### config.mk
export PLATFORM = sky130hd
export DESIGN_NAME = reference_pulse_input_decoder
export DESIGN_NICKNAME = d
export VERILOG_FILES = /design/src/verilog/ref_pulse_pkg.sv /design/src/verilog/pulse_glitch_filter.sv /design/src/verilog/reference_pulse_input_decoder.sv
export VERILOG_INCLUDE_DIRS = /design/src /design/src/verilog
export SDC_FILE = /design/constraint.sdc
export NUM_CORES = 1
export LEC_CHECK = 0
export ABC_AREA = 1
export BUFFER_PORTS_ARGS = -buffer_cell sky130_fd_sc_hd__buf_2
export CORE_ASPECT_RATIO = 0.9
export CORE_MARGIN = 2
export CORE_UTILIZATION = 30
export CTS_CLUSTER_DIAMETER = 120
export DETAILED_ROUTE_END_ITERATION = 12
export MAX_ROUTING_LAYER = met4
export PLACE_DENSITY = 0.44
export SYNTH_ARGS = -nofsm -noshare
export SYNTH_HDL_FRONTEND = slang
export SYNTH_SLANG_ARGS = --single-unit
### constraint.sdc
create_clock -name sys_clk -period 5.6 [get_ports sys_clk]
set_input_delay 0.56 -clock sys_clk [delete_from_list [all_inputs] [get_ports sys_clk]]
set_output_delay 0.56 -clock sys_clk [all_outputs]
set_load 0.02 [all_outputs]
### src/verilog/ref_pulse_defs.svh
// constants for the reference pulse input decoder
// assumes a 20 MHz system clock and a word-wide register port
`ifndef REF_PULSE_DEFS_SVH
`define REF_PULSE_DEFS_SVH

// system clock rate
`define CLK_MHZ          20
`define CLK_PERIOD_NS    50

// register offsets (byte addresses, one word each)
`define REG_CONFIG       4'h0
`define REG_FILTER       4'h4
`define REG_POSITION     4'h8
`define REG_STATUS       4'hc

// config register fields
`define CFG_MODE_LSB     0
`define CFG_FORM_LSB     8
`define CFG_INV_LSB      12

// reset values
`define RST_MODE_DIGIT   4'h0
`define RST_FORM_DIGIT   4'h0
`define RST_INV_DIGIT    4'h0
`define RST_FILTER       16'h0000

// control mode tens digit codes
`define MODE_SPEED       4'h0
`define MODE_POSITION    4'h1

// reference form codes
`define FORM_SIGN_PULSE  4'h0
`define FORM_SPLIT       4'h1
`define FORM_QUAD_X1     4'h2
`define FORM_QUAD_X2     4'h3
`define FORM_QUAD_X4     4'h4

// inversion codes: bit 0 inverts direction line, bit 1 pulse line
`define INV_SIGN_BIT     0
`define INV_PULS_BIT     1

// input filter setting thresholds
`define FILTER_SET_MID   16'd1000
`define FILTER_SET_SLOW  16'd2000

// highest accepted pulse rate per setting, in kHz
`define RATE_FAST_KHZ    4000
`define RATE_MID_KHZ     650
`define RATE_SLOW_KHZ    150

`endif

### src/verilog/ref_pulse_pkg.sv
// types for the reference pulse input decoder
// assumes ref_pulse_defs.svh for all numeric constants
package ref_pulse_pkg;

	// software configuration, as held in the registers
	typedef struct packed {
		logic [3:0]  mode_digit;   // control mode tens digit
		logic [3:0]  form_digit;   // pulse form hundreds digit
		logic [3:0]  inv_digit;    // inversion thousands digit
		logic [15:0] filter_set;   // input filter setting
	} cfg_t;

	// one decoded position step
	typedef struct packed {
		logic valid;               // a step happened this cycle
		logic reverse;             // step is in reverse direction
	} step_t;

endpackage

### src/verilog/pulse_glitch_filter.sv
// level filter for one reference input line
// assumes an already synchronised input on the same clock
`timescale 1ns/1ns
`default_nettype none

module pulse_glitch_filter (
	input  wire logic       sys_clk,     // system clock
	input  wire logic       rst,         // async reset, active high
	input  wire logic       raw_level,   // synchronised line level
	input  wire logic [7:0] stable_cnt,  // cycles a new level must hold
	output logic            clean_level  // filtered line level
);

	logic [7:0] run_cnt;  // cycles the differing level has held

	// count how long the line has differed; flip once it held long enough
	// short glitches restart the count, so only wide pulses pass
	always_ff @(posedge sys_clk or posedge rst) begin
		if (rst) begin
			run_cnt     <= 8'h00;
			clean_level <= 1'b0;
		end else if (raw_level == clean_level) begin
			run_cnt <= 8'h00;
		end else if (run_cnt + 8'h01 >= stable_cnt) begin
			run_cnt     <= 8'h00;
			clean_level <= raw_level;
		end else begin
			run_cnt <= run_cnt + 8'h01;
		end
	end

endmodule

`default_nettype wire

### src/verilog/reference_pulse_input_decoder.sv
// reference pulse input decoder: pulse train to signed position steps
// assumes the differential receivers deliver pulse and sign as logic levels
// asynchronous to sys_clk; positioning-done and speed-match come from
// the servo loop on sys_clk
//
// Contract
// accept pulses only in position control mode
// filter setting caps accepted pulse rate
// hundreds digit selects reference pulse form
// sign plus pulse: high sign is forward
// multiplier applies only to quadrature form
// thousands digit inverts sign and/or pulse
// shared pin: done in position, match speed
// quadrature direction from leading line, x1/x2/x4
//
// The placing of the registers and the address-and-strobe port are this design's own decisions.
`include "ref_pulse_defs.svh"
`timescale 1ns/1ns
`default_nettype none

module reference_pulse_input_decoder #(
	parameter int POS_WIDTH = 32  // width of the position accumulator
) (
	input  wire logic                 sys_clk,          // system clock, 20 MHz
	input  wire logic                 rst,              // async reset, active high
	input  wire logic                 pulse_line_in,    // pulse line from receiver
	input  wire logic                 sign_line_in,     // sign line from receiver
	input  wire logic                 positioning_done, // servo loop: in position
	input  wire logic                 speed_match,      // servo loop: speed coincides
	input  wire logic [3:0]           reg_addr,         // register byte address
	input  wire logic [31:0]          reg_wdata,        // register write data
	input  wire logic                 reg_wr,           // write strobe
	input  wire logic                 reg_rd,           // read strobe
	output logic      [31:0]          reg_rdata,        // read data, cycle after
	output ref_pulse_pkg::step_t      step,             // decoded step pulse
	output logic signed [POS_WIDTH-1:0] position,       // accumulated steps
	output logic                      shared_status_n   // shared pin, low = on
);

	// filter lengths: half the shortest period at each rate, rounded down
	localparam int FAST_CYC = (`CLK_MHZ * 1000) / (2 * `RATE_FAST_KHZ);
	localparam int MID_CYC  = (`CLK_MHZ * 1000) / (2 * `RATE_MID_KHZ);
	localparam int SLOW_CYC = (`CLK_MHZ * 1000) / (2 * `RATE_SLOW_KHZ);

	ref_pulse_pkg::cfg_t cfg;        // software configuration
	logic [1:0]  pulse_sync;         // pulse line synchroniser
	logic [1:0]  sign_sync;          // sign line synchroniser
	logic [7:0]  filt_len;           // selected filter length
	logic        pulse_clean;        // filtered pulse line
	logic        sign_clean;         // filtered sign line
	logic        pulse_lvl;          // pulse after optional inversion
	logic        sign_lvl;           // sign after optional inversion
	logic        pulse_prev;         // pulse level last cycle
	logic        sign_prev;          // sign level last cycle
	logic        pos_mode;           // position control selected
	logic        next_valid;         // step found this cycle
	logic        next_reverse;       // its direction
	logic        positioning_done_out; // done, gated to position mode
	logic        speed_match_out;      // match, gated to speed mode

	// true when the line changed between two cycles
	function automatic logic edge_of(input logic now, input logic was);
		edge_of = now ^ was;
	endfunction

	// register writes, only the config words are writable
	always_ff @(posedge sys_clk or posedge rst) begin
		if (rst) begin
			cfg.mode_digit <= `RST_MODE_DIGIT;
			cfg.form_digit <= `RST_FORM_DIGIT;
			cfg.inv_digit  <= `RST_INV_DIGIT;
			cfg.filter_set <= `RST_FILTER;
		end else if (reg_wr) begin
			case (reg_addr)
				`REG_CONFIG: begin
					cfg.mode_digit <= reg_wdata[`CFG_MODE_LSB +: 4];
					cfg.form_digit <= reg_wdata[`CFG_FORM_LSB +: 4];
					cfg.inv_digit  <= reg_wdata[`CFG_INV_LSB +: 4];
				end
				`REG_FILTER: begin
					cfg.filter_set <= reg_wdata[15:0];
				end
				default: begin
					// read-only or unmapped: ignored
				end
			endcase
		end
	end

	// register reads, data valid the cycle after the strobe only
	always_ff @(posedge sys_clk or posedge rst) begin
		if (rst) begin
			reg_rdata <= 32'h0000_0000;
		end else if (reg_rd) begin
			case (reg_addr)
				`REG_CONFIG: begin
					reg_rdata <= {16'h0000, cfg.inv_digit, cfg.form_digit,
						4'h0, cfg.mode_digit};
				end
				`REG_FILTER: begin
					reg_rdata <= {16'h0000, cfg.filter_set};
				end
				`REG_POSITION: begin
					reg_rdata <= 32'(position);
				end
				`REG_STATUS: begin
					reg_rdata <= {28'h000_0000, ~shared_status_n, sign_lvl,
						pulse_lvl, pos_mode};
				end
				default: begin
					// unmapped reads as zero
					reg_rdata <= 32'h0000_0000;
				end
			endcase
		end else begin
			reg_rdata <= 32'h0000_0000;
		end
	end

	// mode digit gate
	assign pos_mode = (cfg.mode_digit == `MODE_POSITION);

	// two-stage synchronisers; only stage 1 reads stage 0
	always_ff @(posedge sys_clk or posedge rst) begin
		if (rst) begin
			pulse_sync <= 2'b00;
			sign_sync  <= 2'b00;
		end else begin
			pulse_sync <= {pulse_sync[0], pulse_line_in};
			sign_sync  <= {sign_sync[0], sign_line_in};
		end
	end

	// rate limit select
	// the fastest rate leaves only a couple of samples per level at 20 MHz,
	// so the drive must not be fed faster than the selected figure
	always_comb begin
		if (cfg.filter_set >= `FILTER_SET_SLOW) begin
			filt_len = 8'(SLOW_CYC);
		end else if (cfg.filter_set >= `FILTER_SET_MID) begin
			filt_len = 8'(MID_CYC);
		end else begin
			filt_len = 8'(FAST_CYC);
		end
	end

	// filter each line
	pulse_glitch_filter u_pulse_filt (
		.sys_clk     (sys_clk),
		.rst         (rst),
		.raw_level   (pulse_sync[1]),
		.stable_cnt  (filt_len),
		.clean_level (pulse_clean)
	);

	// sign line gets the same filter so both keep their phase relation
	pulse_glitch_filter u_sign_filt (
		.sys_clk     (sys_clk),
		.rst         (rst),
		.raw_level   (sign_sync[1]),
		.stable_cnt  (filt_len),
		.clean_level (sign_clean)
	);

	// optional line inversion
	assign pulse_lvl = pulse_clean ^ cfg.inv_digit[`INV_PULS_BIT];
	assign sign_lvl  = sign_clean ^ cfg.inv_digit[`INV_SIGN_BIT];

	// previous levels for edge detection
	// an inversion change looks like an edge; change config while idle
	always_ff @(posedge sys_clk or posedge rst) begin
		if (rst) begin
			pulse_prev <= 1'b0;
			sign_prev  <= 1'b0;
		end else begin
			pulse_prev <= pulse_lvl;
			sign_prev  <= sign_lvl;
		end
	end

	// decode by selected form
	always_comb begin
		next_valid   = 1'b0;
		next_reverse = 1'b0;
		case (cfg.form_digit)
			`FORM_SIGN_PULSE: begin
				// rising pulse, sign sets direction
				next_valid   = pulse_lvl & ~pulse_prev;
				next_reverse = ~sign_lvl;
			end
			`FORM_SPLIT: begin
				// one step per pulse, pulse line forward
				if (pulse_lvl & ~pulse_prev) begin
					next_valid   = 1'b1;
					next_reverse = 1'b0;
				end else if (sign_lvl & ~sign_prev) begin
					next_valid   = 1'b1;
					next_reverse = 1'b1;
				end
			end
			`FORM_QUAD_X1: begin
				// x1, pulse edges while sign low
				next_valid   = edge_of(pulse_lvl, pulse_prev) & ~sign_lvl;
				next_reverse = ~pulse_lvl;
			end
			`FORM_QUAD_X2: begin
				// x2, every pulse line edge
				next_valid   = edge_of(pulse_lvl, pulse_prev);
				next_reverse = (pulse_lvl == sign_lvl);
			end
			`FORM_QUAD_X4: begin
				// x4, edges of both lines
				// both lines moving at once is an illegal jump and is dropped
				if (edge_of(pulse_lvl, pulse_prev) && !edge_of(sign_lvl, sign_prev)) begin
					next_valid   = 1'b1;
					next_reverse = (pulse_lvl == sign_lvl);
				end else if (edge_of(sign_lvl, sign_prev) &&
					!edge_of(pulse_lvl, pulse_prev)) begin
					next_valid   = 1'b1;
					next_reverse = (sign_lvl != pulse_lvl);
				end
			end
			default: begin
				// unknown form codes give no steps
				next_valid   = 1'b0;
				next_reverse = 1'b0;
			end
		endcase
	end

	// steps only in position mode
	always_ff @(posedge sys_clk or posedge rst) begin
		if (rst) begin
			step <= '0;
		end else begin
			step.valid   <= next_valid & pos_mode;
			step.reverse <= next_reverse & next_valid & pos_mode;
		end
	end

	// position accumulator, wraps at its width
	always_ff @(posedge sys_clk or posedge rst) begin
		if (rst) begin
			position <= '0;
		end else if (step.valid) begin
			if (step.reverse) begin
				position <= position - POS_WIDTH'(1);
			end else begin
				position <= position + POS_WIDTH'(1);
			end
		end
	end

	// shared pin source
	assign positioning_done_out = pos_mode & positioning_done;
	assign speed_match_out      = (cfg.mode_digit == `MODE_SPEED) & speed_match;

	// pin is active low, off in other modes
	always_ff @(posedge sys_clk or posedge rst) begin
		if (rst) begin
			shared_status_n <= 1'b1;
		end else begin
			shared_status_n <= ~(positioning_done_out | speed_match_out);
		end
	end

endmodule

`default_nettype wire

Word level (Yosys, flattened, before mapping)
Index checks and enable logic that the tools add are counted.
Operators by class
  div/mod/pow operators: 0
  magnitude comparators: 4
  add/sub/neg operators: 4
  multiply operators: 0
  reductions and logical operators: 11
  multiplexer cells: 18
  shifts and indexed selects: 0
  bitwise gates (word level): 21
  equal/unequal tests: 12
Operators by type and width (count)
  one-hot mux 32 bit (4 select lines): 1
  two-way mux 32 bit: 2
  adder 32 x 2 -> 32 bit (second input constant): 1
  two-way mux 8 bit: 4
  subtractor 32 x 2 -> 32 bit (second input constant): 1
  adder 8 x 1 -> 8 bit (second input constant): 2
  greater-or-equal comparator 16 x 10 -> 1 bit (second input constant): 1
  greater-or-equal comparator 16 x 11 -> 1 bit (second input constant): 1
  greater-or-equal comparator 8 x 7 -> 1 bit: 2
  zero test 4 bit: 3
  one-hot mux 1 bit (5 select lines): 2
  bitwise AND 1 bit: 8
  equality test 4 x 1 -> 1 bit (second input constant): 2
  equality test 4 x 2 -> 1 bit (second input constant): 2
  equality test 4 x 3 -> 1 bit (second input constant): 2
  equality test 4 bit (second input constant): 2
  NOT 1 bit: 8
  AND reduction 2 bit: 4
  two-way mux 1 bit: 7
  two-way mux 7 bit: 1
  two-way mux 4 bit: 1
  bitwise XOR 1 bit: 4
  equality test 1 bit: 3
  logical AND 1 bit: 2
  other kinds (3): 4
Storage, ports and cells
  memories kept: 0
  bits in latches: 0
  bits in writable memories: 0
  output and inout port bits: 67
  bits in registers: 119
  logic and storage cells: 87
  bits in read-only memories: 0

Longest topological paths before layout
Gate-level depths: netlist (run 1).
  depth in word-level cells: 9
  depth in mapped cells: 16
  gate-level depth less buffers: 16

Cells and area by module
Synthesis (run 1) repeated with hierarchy kept, for this count alone.
Unflattened totals
  cell total of the unflattened synthesis: 1095
  area total of the unflattened synthesis: 7734.9 µm²
Modules (own cells, without submodules)
  reference_pulse_input_decoder: area an instance 6373.6 µm², instances 1, cells each 915, seq. area each 2528.7 µm²
  pulse_glitch_filter: area an instance 680.7 µm², instances 2, cells each 90, seq. area each 225.2 µm²

Least setup slack after synthesis (run 1)
No wires, ideal clock.
  kind: reg2reg
  start point: reg step[0] in the netlist's numbering
  end point: reg position[20]
  path slack: 3.127 ns
  clock period less this slack: 2.473 ns
  arrival: 2.340 ns
  required time: 5.467 ns
  path buffers: 0
  cell stages (with the launch flop): 13
  cells stage by stage: dfrtp_1 -> inv_1 -> fa_1 -> inv_1 -> nand3_1 -> nand3_1 -> nand2_1 -> nand3_1 -> nand2_1 -> nand2_1 -> nand2_1 -> nand3_1 -> o21ai_1
On the way
  word-level cells in the longest chain between the ends: 1
Ends and longest elaborated chain
  start: declaration: line reference_pulse_input_decoder.sv:35  | output ref_pulse_pkg::step_t step,
  two-way mux 32 bit: line reference_pulse_input_decoder.sv:246  | if (step.reverse) begin
  end signal: assignment: line reference_pulse_input_decoder.sv:247  | position <= position - POS_WIDTH'(1);
  end signal: assignment: line reference_pulse_input_decoder.sv:249  | position <= position + POS_WIDTH'(1);
  end: declaration: line reference_pulse_input_decoder.sv:36  | output logic signed [POS_WIDTH-1:0] position,
Every way passes these cells.
A chain may end at the register's enable or synchronous reset.

Final worst setup path (run 1)
  start point: reg step[0] in the netlist's numbering
  end point: reg position[28]
Same word-level chain as after synthesis.

==> results by group, run 1 <==
CTS
  • # H-tree levels: 4
  • Post-CTS setup buffers: 0
  • Clk sinks: 119
  • Post-CTS Resized: 0
  • Clock-pin transition on the worst setup and hold timing paths: 0.06 ns
  • Hold buffers post-CTS: 0
  • CTS tree: done
  • Clock Latency Late Sink: 0.44 ns
  • Root Driver: clkbuf_16
  • Clk buf depth: 2
  • Cts bufs inserted: 17

Logic synthesis
  • Area contributors post-synth: dfrtp_1 40%, nand2_1 19%, inv_1 9.5%, ha_1 7.4%, nor2_1 4.5%
  • Primary FF master, synth: dfrtp_1
  • EDFF count, synth: 0
  • Synth Instances: 1067
  • Synthesized area per cell: 6.97 sq um
  • Post-Syn Area: 7440 sq um
  • Post-synthesis cell type count: 40
  • Top-area cell type share of the netlist area: 0.397
  • Most frequent cells after synthesis: 372 x nand2_1, 188 x inv_1, 118 x dfrtp_1, 90 x nor2_1, 60 x nand3_1
  • Sequential element share of the synthesized area: 0.401
  • Synthesis warning total: 0
  • Most common cell in the netlist: nand2_1
  • Fraction of registers with async set or reset after synthesis: 1.00
  • Cell taking the most area after synthesis: dfrtp_1
  • FF+latch count, synth: 119

Critical path
  • Worst R2R Path Depth: 13
  • Critical path capture point type: register
  • Critical path startpoint category: register
  • Worst r2r src: step[0]
  • CP startpoint: step[0]
  • Critical Path RT: 5.92 ns
  • Kind of critical path: register to register
  • Crit path arrival time: 2.92 ns
  • R2r setup slk: 2.99 ns
  • CP max FO: 33

Floorplanning
  • Starting Density: 0.306
  • Core area: 24300 sq um
  • Row cnt: 54
  • Ports: 111
  • Die Y: 153 um
  • Die W: 170 um
  • Die area: 26100 sq um

Min path
  • Worst hold start: sign_line_in
  • Cell count of the worst hold path: 1
  • Worst min path class: input pin to register

Global routing
  • Largest net degree at the start of global routing: 65
  • Gr ovfl total: 0
  • Global-route wire length before repair: 35.1 mm
  • GR Util met3: 0.0295
  • Met1 global-route usage: 0.245
  • Met2 Usage GRT: 0.281
  • Vias in the first global route: 6445
  • Gr usage total: 0.181
  • Initial antenna violation count: 0
  • Top Usage Layer GRT: met2

Layout
  • Final core occ: 0.363
  • Area occupied by multi-input gates: 3610 sq um
  • Finished Cell Area: 8820 sq um
  • Layout cells sized above 1: 0.133
  • NumNets Final: 1259
  • Fillers: 2645
  • Ant. Diodes: 0
  • Area Growth Syn to Fin: 18.6%
  • Reg area: 2980 sq um

Outcome
  • Status: finished clean

Timing
  • F_max: 384 MHz
  • Final Hold Violating Endpoints: 0
  • RSZ-0062 raised after global routing: no
  • Max-slew headroom: 0.392
  • Setup tns final: 0 ns
  • Final Cycle Share: 0.465
  • Clk_skew: 0.0138 ns
  • Min cycle time layout: 2.61 ns
  • Fin Hold WS: 0.230 ns
  • Pins Over Slew Limit: 0
  • Slew @ Worst Pin: 0.910 ns
  • Finish-stage setup viols: 0

Routing
  • DRT Pass-1 Iters: 5
  • Vias: 6596
  • 1st-iter DRT viols: 443
  • Drt drc: 0
  • Routed WL: 21.6 mm
  • ANT nets after route: 0
  • Avg WL per Cell: 14.5 um
  • Via/cell ratio: 4.42

Pwr
  • Overall Power: 2.61 mW
  • Leakage: 5.04 nW
  • Pwr/cell area: 296 nW/um^2
  • Max VDD drop: 137 uV

Place
  • GP Congestion: 0.846
  • Port bufs: 94
  • DPL Wire Length: 16.5 mm
  • Placed cell area: 8260 sq um

Flow run
  • Max-cap violation count: 0
[through the flow]
step	worst slack, ns	instances
floorplan	1.88	1068
global placement	3.03	1459
detailed placement	3.03	1459
CTS	3.00	1491
global route	2.69	1491
finish	2.99	1491
[sequential cells by signal, indices dropped and copies added, names as in the netlist, 2 cells and up]
register	count
position	32
reg_rdata	32
cfg	28
u_pulse_filt.run_cnt	8
u_sign_filt.run_cnt	8
pulse_sync	2
sign_sync	2
step	2
[final cells by class]
cell class | count | area share
clock buffers | 17 | 0.0482
well taps | 308 | 0.0437
multi-input cells | 726 | 0.410
flip-flops and latches | 119 | 0.338
repair buffers | 98 | 0.0568
clock inverters | 15 | 0.0148
inverters | 208 | 0.0888
[placed cells by master (no fill, tap or decap), drive strengths merged]
master	count
a221oi	3
nand4	4
xor2	8
xnor2	19
ha	44
buf	98
mux2	2
a211oi	2
conb	2
clkinv	6
fa	1
o21ai	52
o211ai	4
inv	215
clkinvlp	2
or2	2
o22ai	2
nand2	374
dfstp	1
o211a	1
nor4	1
o221ai	2
nor2	91
a21o	1
dfrtp	118
nand3b	3
nor3	10
o21bai	5
nand3	62
a31o	1
clkbuf	17
a21oi	30
[cells by family after synthesis]
family | count (synthesis) | share of synthesized area
AOI/OAI and AO/OA | 103 | 0.0774
xor gates and xnor gates | 27 | 0.0328
adders and majority gates | 45 | 0.0767
buffers and inverters | 223 | 0.114
DFF | 119 | 0.401
muxes | 2 | 0.00303
other | 1 | 0.000504
and+or+nand+nor | 547 | 0.295
[per-layer routing]
layer | share of wire | vias up
li1 | - | 3485
met5 | 0 | -
met2 | 0.45 | 119
met3 | 0.034 | 17
met1 | 0.51 | 2975
met4 | 0.012 | 0
[power breakdown]
group          switching [mW]  leakage, nW  internal (mW)
clock network           0.482        0.270          0.582
registers              0.0951         1.59          0.950
logic                   0.326         3.18          0.173
total                   0.903         5.04           1.71
[worst max-delay path, cell delays in order (launching register included)]
cell,delay [ns]
dfrtp_1,0.32
buf_4,0.42
inv_1,0.14
fa_1,0.47
inv_1,0.15
nand3_1,0.09
nand3_1,0.20
nand2_1,0.10
nand3_1,0.20
nand2_1,0.15
nand2_1,0.09
nand2_1,0.04
nand3_1,0.06
nand2_1,0.05
[final timing paths]
kind	endpoint
worst max-delay path	position[28]
worst min-delay path	sign_sync[0]
worst max register to register	position[28]
worst min register to register	pulse_sync[1]
max in group asynchronous	cfg[5]
min in group asynchronous	reg_rdata[28]
Note: power is estimated with default switching activity, not from simulation.
==> inputs of run 2 (changes only) <==
==> constraint.sdc (replaced) <==
create_clock -name sys_clk -period 2.5 [get_ports sys_clk]
set_input_delay 0.25 -clock sys_clk [delete_from_list [all_inputs] [get_ports sys_clk]]
set_output_delay 0.25 -clock sys_clk [all_outputs]
set_load 0.02 [all_outputs]
==> run 2 against run 1 <==
  * Worst setup slack worse by 2.7 ns
  * Maximum frequency up 17%
  * Routed wire length up 0.31%
  * Via count up 1.6%
  * Total power up 130%
  * Clock-buffer cell count unchanged
  * Clock power up 130%
  * Sequential power up 120%
  * Combinational power up 140%
  * Highest routed layer unchanged
==> results by group, run 2 (synthesis gave the netlist of run 1 again) <==
Outcome
  • Status: finished clean (unchanged)

Critical path
  • Crit-path cells: or2_0, nor4_1, nand2_1, nor2_2, inv_1, ha_1, nand2_1, o21bai_1, nand2_1, nand3_1, nand2_2, nand3_4, nor2_1 (was buf_4, inv_1, fa_1, inv_1, nand3_1, nand3_1, nand2_1, nand3_1, nand2_1, nand2_1, nand2_1, nand3_1, nand2_1)
  • Kind of critical path: register to register (unchanged)
  • Largest stage delay, worst path: 0.39 ns (was 0.47 ns)
  • Critical path's slowest cell: dfrtp_1 (was fa_1)
  • Critical Path RT: 2.80 ns (was 5.92 ns)
  • Crit path arrival time: 2.53 ns (was 2.92 ns)
  • Critical path startpoint category: register (unchanged)
  • Most used cell, CP: nand2_1 (unchanged)
  • Critical path capture point type: register (unchanged)
  • CP max FO: 7 (was 33)

CTS
  • CTS tree: done (unchanged)
  • Cts bufs inserted: 17 (unchanged)
  • # H-tree levels: 4 (unchanged)
  • Clk sinks: 119 (unchanged)
  • Clk buf depth: 2 (unchanged)
  • Clock-pin transition on the worst setup and hold timing paths: 0.07 ns (was 0.06 ns)
  • Root Driver: clkbuf_16 (unchanged)
  • Clock Latency Late Sink: 0.43 ns (was 0.44 ns)

Layout
  • Area Growth Syn to Fin: 21.0% (was 18.6%)
  • Layout Cells excl Fill: 1504 (was 1491)
  • Layout cells sized above 1: 0.143 (was 0.133)
  • NumNets Final: 1272 (was 1259)
  • Fillers: 2662 (was 2645)
  • Largest registers: position x32, reg_rdata x32, cfg x28 (unchanged)
  • Commonest non-fill, non-tap cells in the layout: 371 x nand2_1, 187 x inv_1, 118 x dfrtp_1 (was 372 x nand2_1, 187 x inv_1, 118 x dfrtp_1)
  • Finished Cell Area: 9000 sq um (was 8820 sq um)
  • Final core occ: 0.370 (was 0.363)
  • Ant. Diodes: 0 (unchanged)
  • Commonest non-fill, non-tap cell in the layout: nand2_1 (unchanged)

Timing
  • Fin Hold WS: 0.0414 ns (was 0.230 ns)
  • Pins Over Slew Limit: 0 (unchanged)
  • Final Hold Violating Endpoints: 0 (unchanged)
  • F_max: 448 MHz (was 384 MHz)
  • RSZ-0062 raised after global routing: no (unchanged)
  • Slew @ Worst Pin: 0.774 ns (was 0.910 ns)
  • Setup tns final: 0 ns (unchanged)
  • Final worst slack: 0.267 ns (was 2.99 ns)
  • Finish-stage setup viols: 0 (unchanged)
  • Min cycle time layout: 2.23 ns (was 2.61 ns)
  • Max-slew headroom: 0.482 (was 0.392)
  • Final Cycle Share: 0.893 (was 0.465)
  • Clk_skew: 0.0191 ns (was 0.0138 ns)

Pwr
  • Pwr/cell area: 665 nW/um^2 (was 296 nW/um^2)
  • Leakage: 5.10 nW (was 5.04 nW)
  • Max VDD drop: 278 uV (was 137 uV)
  • Int Power: 3.97 mW (was 1.71 mW)
  • Sequential fraction of design power: 0.386 (was 0.401)
  • Logic pwr share: 0.201 (was 0.191)
  • Clock power frac: 0.413 (was 0.408)
  • Sw frac: 0.336 (was 0.346)
  • Overall Power: 5.98 mW (was 2.61 mW)
  • Net Sw Power: 2.01 mW (was 0.903 mW)

Min path
  • Worst min path class: input pin to register (unchanged)

Place
  • Placed cell area: 8360 sq um (was 8260 sq um)
  • DPL Wire Length: 16.7 mm (was 16.5 mm)
  • DP Cell Count: 1468 (was 1459)
  • GP Congestion: 0.843 (was 0.846)
  • Port bufs: 94 (unchanged)
  • Setup WS pre-CTS: 0.00243 ns (was 3.03 ns)

Global routing
  • Global-route wire length before repair: 35.2 mm (was 35.1 mm)
  • Gr ovfl total: 0 (unchanged)
  • Initial antenna violation count: 0 (unchanged)
  • Vias in the first global route: 6586 (was 6445)
  • Gr usage total: 0.179 (was 0.181)
  • Largest net degree at the start of global routing: 68 (was 65)

Floorplanning
  • Die W: 170 um (unchanged)
  • Die area: 26100 sq um (unchanged)
  • Row cnt: 54 (unchanged)
  • Starting Density: 0.306 (unchanged)
  • Ports: 111 (unchanged)
  • Die Y: 153 um (unchanged)
  • Core area: 24300 sq um (unchanged)

Routing
  • 1st-iter DRT viols: 418 (was 443)
  • Routed WL: 21.7 mm (was 21.6 mm)
  • Vias: 6703 (was 6596)
  • Via/cell ratio: 4.46 (was 4.42)
  • Drt drc: 0 (unchanged)
  • Avg WL per Cell: 14.4 um (was 14.5 um)
  • DRT Pass-1 Iters: 5 (unchanged)
  • ANT nets after route: 0 (unchanged)

Flow run
  • Max-cap violation count: 0 (unchanged)
-- run 2: path summary, 6_finish.rpt --
kind                       depth (start not counted)                      end         start  slack (ns)
setup / recovery                                  13  u_pulse_filt.run_cnt[6]       cfg[14]        0.27
max in group asynchronous                          4             position[17]           rst        1.66
hold / removal                                     2                   cfg[7]  reg_wdata[7]        0.04
min in group asynchronous                          4   u_sign_filt.run_cnt[4]           rst        0.49
hold reg to reg                                    0             sign_sync[1]  sign_sync[0]        0.34
setup reg to reg                                  13  u_pulse_filt.run_cnt[6]       cfg[14]        0.27
-- run 2: repair_timing --
| action | in CTS | in global routing |
|---|---|---|
| cloned | 0 | 0 |
| buffers inserted | 0 | 1 |
| resized for setup | 1 | 5 |
| setup endpoints to repair | 4 | 17 |
| pin swaps | 0 | 1 |
| hold buffers | 3 | 0 |
| hold endpoints to repair | 70 | 0 |
-- run 2: final cells by class --
cell class	count	area [sq um]	share of cell area
multi-input cells	726	3630	0.404
flip-flops and latches	119	2980	0.331
inverters	208	785	0.0872
repair buffers	111	634	0.0705
clock buffers	17	425	0.0473
well taps	308	385	0.0428
clock inverters	15	155	0.0172
-- run 2: power groups by stage --
stage	registers, mW	logic (mW)	clock network, mW
after floorplan	2.40	0.705	0
after global placement	2.35	1.18	0
after detailed placement	2.35	1.19	0
after CTS	2.32	1.21	2.54
after global routing	2.34	1.37	2.62
final	2.31	1.20	2.47
-- run 2: critical path, delay by kind of cell, from the launching register on --
kind | cells | cell delay [ns]
simple gates | 10 | 1.17
flops | 1 | 0.39
fa+ha+maj | 1 | 0.29
compound gates | 1 | 0.14
buf+inv | 1 | 0.10
-- run 2: per-layer routing --
metal  track usage  vias to the layer above  share of wire
li1              -                     3513              -
met5             -                        -              0
met4        0.0419                        0         0.0082
met1         0.245                     3054           0.51
met2         0.281                      122           0.45
met3        0.0269                       14          0.032
==> inputs of run 3 (changes only) <==
--- a/config.mk
+++ b/config.mk
@@ -9,7 +9,7 @@
 export ABC_AREA = 1
 export BUFFER_PORTS_ARGS = -buffer_cell sky130_fd_sc_hd__buf_2
 export CORE_ASPECT_RATIO = 0.9
-export CORE_MARGIN = 2
+export CORE_MARGIN = 4
 export CORE_UTILIZATION = 30
 export CTS_CLUSTER_DIAMETER = 120
 export DETAILED_ROUTE_END_ITERATION = 12
==> run 3 against run 2 <==
  * Combinational power is essentially flat
  * Routed wire length is 1.8% higher
  * Global-route usage down 0.74 points
  * Sequential share of layout area down 0.064 points
  * Non-clock buffer count shrank 2
  * Cell count shrank 0.13%
  * Clock-buffer cell count rose by 1
  * Critical path type unchanged
  * Die area up 5.0%
  * Largest power group unchanged
==> results by group, run 3 (synthesis gave the netlist of run 1 again) <==
Layout
  • Largest registers: position x32, reg_rdata x32, cfg x28 (unchanged)
  • Area Growth Syn to Fin: 21.3% (was 21.0%)
  • Layout cells sized above 1: 0.141 (was 0.143)
  • Commonest non-fill, non-tap cell in the layout: nand2_1 (unchanged)
  • NumNets Final: 1270 (was 1272)
  • Commonest non-fill, non-tap cells in the layout: 372 x nand2_1, 187 x inv_1, 118 x dfrtp_1 (was 371 x nand2_1, 187 x inv_1, 118 x dfrtp_1)
  • Finished Cell Area: 9020 sq um (was 9000 sq um)
  • Ant. Diodes: 0 (unchanged)

Routing
  • Drt drc: 0 (unchanged)
  • Routed WL: 22.1 mm (was 21.7 mm)
  • 1st-iter DRT viols: 399 (was 418)
  • DRT Pass-1 Iters: 5 (unchanged)
  • Via/cell ratio: 4.46 (about the same)
  • Avg WL per Cell: 14.7 um (was 14.4 um)
  • ANT nets after route: 0 (unchanged)
  • Vias: 6704 (was 6703)

Critical path
  • CP startpoint: step[0] (was cfg[14])
  • Critical path startpoint category: register (unchanged)
  • Critical Path RT: 2.81 ns (was 2.80 ns)
  • Worst R2R Path Depth: 11 (was 13)
  • CP max FO: 24 (was 7)
  • Critical path capture point type: register (unchanged)
  • Kind of critical path: register to register (unchanged)
  • R2r setup slk: 0.20 ns (was 0.27 ns)
  • RR Endpoint: position[26] (was u_pulse_filt.run_cnt[6])
  • Crit path arrival time: 2.61 ns (was 2.53 ns)
  • Worst r2r src: step[0] (was cfg[14])

Pwr
  • Clock power frac: 0.433 (was 0.413)
  • Leakage: 5.13 nW (was 5.10 nW)
  • Logic pwr share: 0.195 (was 0.201)
  • Pwr/cell area: 688 nW/um^2 (was 665 nW/um^2)
  • Int Power: 4.18 mW (was 3.97 mW)
  • Max VDD drop: 329 uV (was 278 uV)
  • Sw frac: 0.326 (was 0.336)
  • Sequential fraction of design power: 0.372 (was 0.386)
  • Net Sw Power: 2.02 mW (was 2.01 mW)

Outcome
  • Status: finished clean (unchanged)

Flow run
  • Max-cap violation count: 0 (unchanged)

Place
  • DPL Wire Length: 16.7 mm (about the same)
  • GP Congestion: 0.849 (was 0.843)
  • Port bufs: 94 (unchanged)
  • Placed cell area: 8340 sq um (was 8360 sq um)

Timing
  • Finish-stage setup viols: 0 (unchanged)
  • Setup tns final: 0 ns (unchanged)
  • RSZ-0062 raised after global routing: no (unchanged)
  • Max-slew headroom: 0.556 (was 0.482)
  • Final Hold Violating Endpoints: 0 (unchanged)
  • Clk_skew: 0.0163 ns (was 0.0191 ns)
  • Slew @ Worst Pin: 0.666 ns (was 0.774 ns)
  • F_max: 436 MHz (was 448 MHz)
  • Min cycle time layout: 2.30 ns (was 2.23 ns)
  • Final Cycle Share: 0.918 (was 0.893)
  • Pins Over Slew Limit: 0 (unchanged)

CTS
  • Clk sinks: 119 (unchanged)
  • Cts bufs inserted: 17 (unchanged)
  • Clock Latency Late Sink: 0.43 ns (about the same)
  • Post-CTS setup buffers: 0 (unchanged)
  • CTS tree: done (unchanged)
  • Clock-pin transition on the worst setup and hold timing paths: 0.07 ns (about the same)
  • Root Driver: clkbuf_16 (unchanged)
  • Clk buf depth: 2 (unchanged)
  • # H-tree levels: 4 (unchanged)

Floorplanning
  • Row cnt: 54 (unchanged)
  • Die Y: 157 um (was 153 um)
  • Core area: 24300 sq um (unchanged)
  • Die area: 27400 sq um (was 26100 sq um)
  • Die W: 174 um (was 170 um)
  • Starting Density: 0.306 (unchanged)
  • Ports: 111 (unchanged)

Global routing
  • Gr usage total: 0.172 (was 0.179)
  • Initial antenna violation count: 0 (unchanged)
  • Largest net degree at the start of global routing: 120 (was 68)
  • Gr ovfl total: 0 (unchanged)
  • Global-route wire length before repair: 36.3 mm (was 35.2 mm)
  • Vias in the first global route: 6606 (was 6586)

Min path
  • Worst min path class: input pin to asynchronous set/reset pin (was input pin to register)
run 3: worst max-delay path: stages (launching register included):
cell      delay [ns]
dfrtp_1         0.39
buf_4           0.37
ha_1            0.36
nand2_1         0.16
inv_2           0.05
nand2_1         0.06
nand2_1         0.07
nand3b_1        0.34
nand2_1         0.17
nand3_1         0.09
nand3_1         0.09
nand2_1         0.05
run 3: area by class of cell:
cell class	instances	area [sq um]
clock buffer	18	439
clock inverter	14	188
fill	2645	15300
inverter	208	785
multi-input combinational	726	3640
sequential	119	2980
tap	308	385
timing repair buffer	109	601
run 3: per-layer routing:
layer  track usage  vias up  routed length, um
met3        0.0312       28                757
met4        0.0452        0                329
met1         0.232     3037              11100
met2         0.268      129               9890
li1              -     3510                  -
met5             -        -                  0
run 3: how the worst max path moves through the flow:
stage	endpoint	slack, ns
after floorplan	position[20]	0.03
after global routing	u_pulse_filt.run_cnt[5]	0.02
after global placement	u_pulse_filt.run_cnt[2]	0.08
final	position[26]	0.20
after detailed placement	u_pulse_filt.run_cnt[6]	0.03
after CTS	u_pulse_filt.run_cnt[6]	0.08
run 3: what timing repair did:
item / 4_1_cts / 5_1_grt
hold buffers: 2 / 0
pin swaps: 0 / 0
gates resized for setup: 1 / 4
endpoints found under the hold margin: 2 / 0
endpoints found under the setup margin: 3 / 16
gates cloned: 0 / 0
run 3: metrics by stage:
step | std cells | utilization | total power, mW | setup WS (ns) | hold WS, ns
2_1_floorplan | 1068 | - | 3.10 | 0.0266 | 0.281
3_3_place_gp | 1468 | 0.343 | 3.55 | 0.0784 | 0.335
3_5_place_dp | 1468 | 0.343 | 3.56 | 0.0324 | 0.340
4_1_cts | 1502 | 0.370 | 6.28 | 0.0767 | 0.0397
5_1_grt | 1502 | 0.371 | 6.57 | 0.0175 | 0.0491
6_report | 1502 | 0.371 | 6.21 | 0.205 | 0.0244
run 3: power groups by stage:
stage	sequential (mW)	clock [mW]	combinational (mW)
floorplan	2.40	0	0.705
global placement	2.35	0	1.20
detailed placement	2.35	0	1.21
CTS	2.31	2.75	1.22
global route	2.34	2.84	1.39
finish	2.31	2.68	1.21
